### src/tes_pkg.sv
package tes_pkg;

  // Big-endian bit numbers 32..63 map onto little-endian word bits 31..0.
  localparam int TES_WIDTH = 32;
  // Field positions in the little-endian view of the status word.
  localparam int TES_NEXT_WD_BIT = 31;
  localparam int TES_WD_STATUS_BIT = 30;
  localparam int TES_WD_RST_HI = 29;
  localparam int TES_WD_RST_LO = 28;
  localparam int TES_DEC_STATUS_BIT = 27;
  localparam int TES_FI_STATUS_BIT = 26;
  // Value of the status word after reset.
  localparam logic [31:0] TES_RESET_VALUE = 32'h0000_0000;
  // Codes of the reset control and reset status fields.
  localparam logic [1:0] TES_RSTCTL_NONE = 2'h0;
  localparam logic [1:0] TES_RSTCTL_CHECKSTOP = 2'h1;
  localparam logic [1:0] TES_RSTCTL_RESET = 2'h2;
  // Widths of the time base and of the time-base bit selector fed to the edge detectors.
  localparam int TES_TB_WIDTH = 64;
  localparam int TES_SEL_WIDTH = 6;

endpackage

### src/tes_rise_detect.sv
`timescale 1ns/10ps

// Picks one time-base bit and pulses on its 0-to-1 change.
module tes_rise_detect
  import tes_pkg::*;
#(
  parameter int TB_WIDTH = TES_TB_WIDTH,
  parameter int SEL_WIDTH = TES_SEL_WIDTH
) (
  input wire logic clk_i,
  input wire logic srst_i,
  input wire logic [TB_WIDTH-1:0] time_base_i,
  input wire logic [SEL_WIDTH-1:0] select_i,
  output logic rise_o
);

  // Selected bit; select 0 is the most significant bit of the time base.
  logic picked;
  // Previous value of the selected bit.
  logic prev_reg;

  assign picked = time_base_i[TB_WIDTH-1-int'(select_i)];

  // Remember the bit so a change of selection alone can still produce an edge, as in hardware.
  always_ff @(posedge clk_i) begin
    if (srst_i) begin
      prev_reg <= 1'b0;
      rise_o <= 1'b0;
    end else begin
      prev_reg <= picked;
      rise_o <= picked & ~prev_reg;
    end
  end

endmodule

### src/tes_status.sv
`timescale 1ns/10ps

// Summary of operation
// - Write is a clear mask, never sets.
// - Time-out with status clear, enable set: log.
// - Time-out with enable clear: set enable only.
// - Watchdog request needs status, enable, critical enable.
// - Two-bit reset status field records second time-out.
// - Decrementer event sets flag; gated request.
// - Fixed-interval event sets flag; gated request.
// - Read returns whole word; no direct writes.
// - Watchdog time-out on selected bit rising.
// - Fixed-interval event on selected bit rising.
// - Reset control selects none, checkstop, reset.
module tes_status
  import tes_pkg::*;
#(
  parameter int TB_WIDTH = TES_TB_WIDTH,
  parameter int SEL_WIDTH = TES_SEL_WIDTH
) (
  input wire logic clk_i,
  input wire logic srst_i,
  input wire logic [TB_WIDTH-1:0] time_base_i,
  input wire logic [SEL_WIDTH-1:0] watchdog_select_i,
  input wire logic [SEL_WIDTH-1:0] fixed_interval_select_i,
  input wire logic decrementer_event_i,
  input wire logic [1:0] watchdog_reset_control_i,
  input wire logic watchdog_irq_enable_i,
  input wire logic decrementer_irq_enable_i,
  input wire logic fixed_interval_irq_enable_i,
  input wire logic critical_irq_enable_i,
  input wire logic external_irq_enable_i,
  input wire logic status_read_i,
  input wire logic status_clear_i,
  input wire logic [TES_WIDTH-1:0] status_clear_mask_i,
  output logic [TES_WIDTH-1:0] status_read_data_o,
  output logic watchdog_irq_o,
  output logic decrementer_irq_o,
  output logic fixed_interval_irq_o,
  output logic checkstop_o,
  output logic reset_out_o
);

  ////////////////////////////////////////////////////////////////////////////
  // Event detection.
  ////////////////////////////////////////////////////////////////////////////

  // One-cycle pulse on a watchdog time-out.
  logic watchdog_timeout;
  // One-cycle pulse on a fixed-interval event.
  logic fixed_interval_event;

  // The watchdog time-out comes from the selected time-base bit rising.
  tes_rise_detect #(
    .TB_WIDTH(TB_WIDTH),
    .SEL_WIDTH(SEL_WIDTH)
  ) u_watchdog_edge (
    .clk_i(clk_i),
    .srst_i(srst_i),
    .time_base_i(time_base_i),
    .select_i(watchdog_select_i),
    .rise_o(watchdog_timeout)
  );

  // The fixed-interval event comes from its own selected bit rising.
  tes_rise_detect #(
    .TB_WIDTH(TB_WIDTH),
    .SEL_WIDTH(SEL_WIDTH)
  ) u_fixed_edge (
    .clk_i(clk_i),
    .srst_i(srst_i),
    .time_base_i(time_base_i),
    .select_i(fixed_interval_select_i),
    .rise_o(fixed_interval_event)
  );

  ////////////////////////////////////////////////////////////////////////////
  // Status flags.
  ////////////////////////////////////////////////////////////////////////////

  // Status flags, each held in its own register.
  logic next_watchdog_enable_reg;
  logic watchdog_irq_status_reg;
  logic [1:0] watchdog_reset_status_reg;
  logic decrementer_irq_status_reg;
  logic fixed_interval_irq_status_reg;
  // Clear strobes per field, decoded from the mask.
  logic clr_next_wd;
  logic clr_wd_status;
  logic [1:0] clr_wd_rst;
  logic clr_dec_status;
  logic clr_fi_status;
  // Classification of the current time-out.
  logic wd_first;
  logic wd_second;

  // Only the clear-mask form reaches the flags; bits below the fields are ignored.
  assign clr_next_wd = status_clear_i & status_clear_mask_i[TES_NEXT_WD_BIT];
  assign clr_wd_status = status_clear_i & status_clear_mask_i[TES_WD_STATUS_BIT];
  assign clr_wd_rst = {2{status_clear_i}} & status_clear_mask_i[TES_WD_RST_HI:TES_WD_RST_LO];
  assign clr_dec_status = status_clear_i & status_clear_mask_i[TES_DEC_STATUS_BIT];
  assign clr_fi_status = status_clear_i & status_clear_mask_i[TES_FI_STATUS_BIT];

  // First time-out logs the exception; second finds both flags already set.
  assign wd_first = watchdog_timeout & next_watchdog_enable_reg & ~watchdog_irq_status_reg;
  assign wd_second = watchdog_timeout & next_watchdog_enable_reg & watchdog_irq_status_reg;

  // Next-watchdog enable: set on a time-out that finds it clear; set wins over clear.
  always_ff @(posedge clk_i) begin
    if (srst_i) begin
      next_watchdog_enable_reg <= TES_RESET_VALUE[TES_NEXT_WD_BIT];
    end else if (watchdog_timeout && !next_watchdog_enable_reg) begin
      next_watchdog_enable_reg <= 1'b1;
    end else if (clr_next_wd) begin
      next_watchdog_enable_reg <= 1'b0;
    end
  end

  // Watchdog interrupt status: a set in the clear cycle is kept.
  always_ff @(posedge clk_i) begin
    if (srst_i) begin
      watchdog_irq_status_reg <= TES_RESET_VALUE[TES_WD_STATUS_BIT];
    end else if (wd_first) begin
      watchdog_irq_status_reg <= 1'b1;
    end else if (clr_wd_status) begin
      watchdog_irq_status_reg <= 1'b0;
    end
  end

  // Reset status takes the control code on a second time-out.
  // Each bit clears alone under the mask, but a fresh copy beats a clear.
  always_ff @(posedge clk_i) begin
    if (srst_i) begin
      watchdog_reset_status_reg <= TES_RESET_VALUE[TES_WD_RST_HI:TES_WD_RST_LO];
    end else if (wd_second) begin
      watchdog_reset_status_reg <= watchdog_reset_control_i;
    end else begin
      watchdog_reset_status_reg <= watchdog_reset_status_reg & ~clr_wd_rst;
    end
  end

  // Decrementer status flag.
  always_ff @(posedge clk_i) begin
    if (srst_i) begin
      decrementer_irq_status_reg <= TES_RESET_VALUE[TES_DEC_STATUS_BIT];
    end else if (decrementer_event_i) begin
      decrementer_irq_status_reg <= 1'b1;
    end else if (clr_dec_status) begin
      decrementer_irq_status_reg <= 1'b0;
    end
  end

  // Fixed-interval status flag.
  always_ff @(posedge clk_i) begin
    if (srst_i) begin
      fixed_interval_irq_status_reg <= TES_RESET_VALUE[TES_FI_STATUS_BIT];
    end else if (fixed_interval_event) begin
      fixed_interval_irq_status_reg <= 1'b1;
    end else if (clr_fi_status) begin
      fixed_interval_irq_status_reg <= 1'b0;
    end
  end

  ////////////////////////////////////////////////////////////////////////////
  // Read path, requests and second time-out actions.
  ////////////////////////////////////////////////////////////////////////////

  // Whole status word; unused positions read as zero.
  logic [TES_WIDTH-1:0] status_word;

  always_comb begin
    status_word = TES_RESET_VALUE;
    status_word[TES_NEXT_WD_BIT] = next_watchdog_enable_reg;
    status_word[TES_WD_STATUS_BIT] = watchdog_irq_status_reg;
    status_word[TES_WD_RST_HI:TES_WD_RST_LO] = watchdog_reset_status_reg;
    status_word[TES_DEC_STATUS_BIT] = decrementer_irq_status_reg;
    status_word[TES_FI_STATUS_BIT] = fixed_interval_irq_status_reg;
  end

  // Read data is captured on the edge that samples the read strobe and held until the next read.
  always_ff @(posedge clk_i) begin
    if (srst_i) begin
      status_read_data_o <= TES_RESET_VALUE;
    end else if (status_read_i) begin
      status_read_data_o <= status_word;
    end
  end

  // Interrupt requests follow the flags and the enables with one cycle of lag.
  always_ff @(posedge clk_i) begin
    if (srst_i) begin
      watchdog_irq_o <= 1'b0;
      decrementer_irq_o <= 1'b0;
      fixed_interval_irq_o <= 1'b0;
    end else begin
      watchdog_irq_o <= watchdog_irq_status_reg & watchdog_irq_enable_i
                        & critical_irq_enable_i;
      decrementer_irq_o <= decrementer_irq_status_reg & decrementer_irq_enable_i
                           & external_irq_enable_i;
      fixed_interval_irq_o <= fixed_interval_irq_status_reg & fixed_interval_irq_enable_i
                              & external_irq_enable_i;
    end
  end

  // Second time-out actions are sticky levels; only a reset ends them,
  // since the checkstop or reset logic outside is expected to act on them.
  always_ff @(posedge clk_i) begin
    if (srst_i) begin
      checkstop_o <= 1'b0;
      reset_out_o <= 1'b0;
    end else if (wd_second) begin
      case (watchdog_reset_control_i)
        TES_RSTCTL_CHECKSTOP: checkstop_o <= 1'b1;
        TES_RSTCTL_RESET: reset_out_o <= 1'b1;
        default: begin
          // No action for code zero, nor for the reserved code.
        end
      endcase
    end
  end
endmodule

### config.mk
export PLATFORM = sky130hd
export DESIGN_NAME = tes_status
export DESIGN_NICKNAME = d
export VERILOG_FILES = /design/src/tes_pkg.sv /design/src/tes_rise_detect.sv /design/src/tes_status.sv
export SDC_FILE = /design/constraint.sdc
export NUM_CORES = 1
export LEC_CHECK = 0
export ABC_CLOCK_PERIOD_IN_PS = 4500
export BUFFER_PORTS_ARGS = -buffer_cell sky130_fd_sc_hd__buf_4
export CORE_UTILIZATION = 44
export CTS_CLUSTER_DIAMETER = 30
export CTS_CLUSTER_SIZE = 10
export DETAILED_ROUTE_END_ITERATION = 10
export GPL_ROUTABILITY_DRIVEN = 0
export HOLD_SLACK_MARGIN = 0.1
export PLACE_DENSITY = 0.9
export REMOVE_ABC_BUFFERS = 1
export SLEW_MARGIN = 20
export SYNTH_ARGS = -nofsm -noshare
export SYNTH_HDL_FRONTEND = slang
export SYNTH_HIERARCHICAL = 1
export SYNTH_SLANG_ARGS = --single-unit
### constraint.sdc
create_clock -name clk_i -period 4.5 [get_ports clk_i]
set_input_delay 0.45 -clock clk_i [delete_from_list [all_inputs] [get_ports clk_i]]
set_output_delay 0.45 -clock clk_i [all_outputs]
set_load 0.05 [all_outputs]
==> impl_metrics.toml <==
[pwr]
p_per_area_nw_per_um2 = 201.9
p_leak_nw = 1.293
ir_drop_v = 0.00009515
sw_frac_of_total = 0.3318
p_clk_frac = 0.215
comb_power_share = 0.430
internal_power_mw = 0.3802
seqPwrFrac = 0.355
switchingPower_mw = 0.1888

[drt]
wl_per_cell_um = 15.15
vias_per_cell = 5.456
postRouteAntennaNets = 0
drt_wl_total_um = 5015
first_iter_violations = 82
remaining_drc_errors = 7
vias = 1806
dr.pass1.iters = 7

[clocking]
cts_sinks = 21
cts_resized = 0
post_cts_buffers = 0
postCtsHoldBufs = 0
h-tree-depth = 1
cts_root_buf = "clkbuf_8"
clockBufferDepth = 2
clock_latency_ns = 0.26
cts_tree = "done"
cts.clk_slew.worst_paths_ns = 0.08
numCtsBuffers = 3

[worst_setup_path]
cp.arrival_ns = 1.95
path_delay_family = "multiplexers"
path_buf_inv = 1
crit_path_max_fanout = 16
crit_slowest_cell = "mux4_1"
slowest_delay_ns = 0.61
worstSetupEndpointType = "register"
start_kind = "primary input"
path_class = "in2reg"
required_ns = 4.64
crit_chain = "buf_4 > mux4_1 > mux2_2 > o221ai_1 > o22ai_1"

[synth]
ys_seq_area_frac = 0.1988
yosysWarnings = 6
ys_ff_latch = 21
avgSynthCellArea_um2 = 11.62
synth.distinct_cells = 29
syn_area_um2 = 2115
yosysTopAreaCell = "dfxtp_1"
synth_top_area_frac = 0.1988
synth_cells = 182
ys_top_cells_by_area = "dfxtp_1 (20%), mux4_1 (20%), mux4_2 (17%)"

[floorplan]
pin_count = 157
initial_core_util = 0.4726
die-area_um2 = 5087
core_area_um2 = 4474
die-width_um = 71.33
rows = 24
die_y_um = 71.33

[sta]
setup_ws_ns = 2.691
clock_skew_ns = 0.008298
setup_viol = 0
final-max-slew-violation-count = 0
fmaxAchievable_mhz = 552.9
rsz0062_at_grt = "false"
tns_ns = 0
fin_crit_sh = 0.4019
finalWorstPathRequiredPeriod_ns = 1.809
final_hold_viol_count = 0

[placed_design]
placed_area_um2 = 2771
port-buffer-count = 104
pre_cts_ws_ns = 2.391
hpwl_um = 4273

[job]
cap_violations = 0

[run_status]
status = "finished, violations left"
violations = "DRC"

[layout]
final_common_cell = "buf_4"
postLayoutCellArea_um2 = 2818
antenna_cells = 0
multi_input_area_um2 = 1483
layout_common_cells = "buf_4 (104), conb_1 (26), dfxtp_1 (21), mux4_1 (16), mux4_2 (16)"
finalNetCount = 400
regArea_um2 = 420.4
largest_register_ffs = 6
n_fill_cell = 375
syn_to_final_growth_pct = 33.25
drive_gt1_frac = 0.4982

[grt]
grt_first_pass_wirelength_um = 7810
grt_use_total = 0.1979
grt_antenna_before_repair = 0
grt_pass1_vias = 1832
grt_max_degree = 23
grt-ovfl-total = 0

[hold_path]
hp-class = "in2reg"
## path summary, 6_finish.rpt
path / from / endpoint / slack, ns / depth (start not counted)
worst max-delay path: fixed_interval_select_i[1] / u_fixed_edge/rise_o$_SDFF_PP0_ / 2.69 / 5
worst max register to register: watchdog_irq_status_reg$_SDFFE_PP0P_ / watchdog_reset_status_reg[0]$_SDFF_PP0_ / 3.60 / 3
worst min-delay path: status_clear_mask_i[31] / next_watchdog_enable_reg$_SDFFE_PP0P_ / 0.41 / 2
worst min register to register: u_fixed_edge/rise_o$_SDFF_PP0_ / fixed_interval_irq_status_reg$_SDFFE_PP0P_ / 0.46 / 2
## metrics by stage
step           power [mW]  std cells  hold WS [ns]    util
3_3_place_gp       0.4455        327        0.4384  0.6194
4_1_cts            0.5758        331        0.3952  0.6298
6_report           0.5689        331        0.4068  0.6298
2_1_floorplan      0.3483        171        0.4130       -
5_1_grt            0.5977        331        0.3934  0.6298
3_5_place_dp       0.4510        327        0.4400  0.6194
## layout make-up
class,instances,area share
flip-flops and latches,21,0.1492
inverters,6,0.007993
well taps,52,0.02309
repair buffers,104,0.2771
multi-input cells,144,0.5262
clock buffers,3,0.01465
clock inverters,1,0.001776
## worst register-to-register path: stages, from the launching register on
cell and delay [ns]:
dfxtp_1 0.42, and3_4 0.23, nand2_1 0.06, a21oi_1 0.13
## metal layers
metal / up-vias / GRT usage / part of all wire
li1: 872 / - / -
met4: 0 / 0.07778 / 0.016
met5: - / 0 / 0
met3: 8 / 0.04501 / 0.079
met1: 838 / 0.1936 / 0.35
met2: 88 / 0.3958 / 0.56
## Yosys cell counts
master / n
a21oi_1: 5
a311oi_1: 2
a31oi_1: 2
and3_1: 2
and3_4: 1
and4b_1: 1
buf_2: 4
buf_4: 26
buf_6: 6
conb_1: 1
dfxtp_1: 21
inv_1: 6
mux2_2: 8
mux2i_1: 6
mux4_1: 16
mux4_2: 16
nand2_1: 8
nand2b_1: 2
nand3_1: 9
nand3b_1: 6
nor2_1: 13
nor2b_1: 1
o221ai_1: 2
o221ai_2: 2
o22a_1: 8
o22ai_1: 2
o32ai_1: 2
or2_2: 2
or3b_2: 2
## cell families after synthesis
group                  synth area share
DFF                              0.1988
and+or+nand+nor                  0.1189
AOI/OAI and AO/OA               0.09586
other                          0.001773
buffers and inverters            0.1444
muxes                            0.4402
## power by group through the flow
stage                     clock, mW  combinational, mW  sequential (mW)
after floorplan                   0              0.137            0.211
after global placement            0              0.240            0.205
after global routing          0.135              0.260            0.203
after CTS                     0.128              0.246            0.202
final                         0.122              0.245            0.202
after detailed placement          0              0.245            0.206
Note: power is estimated with default switching activity, not from simulation.
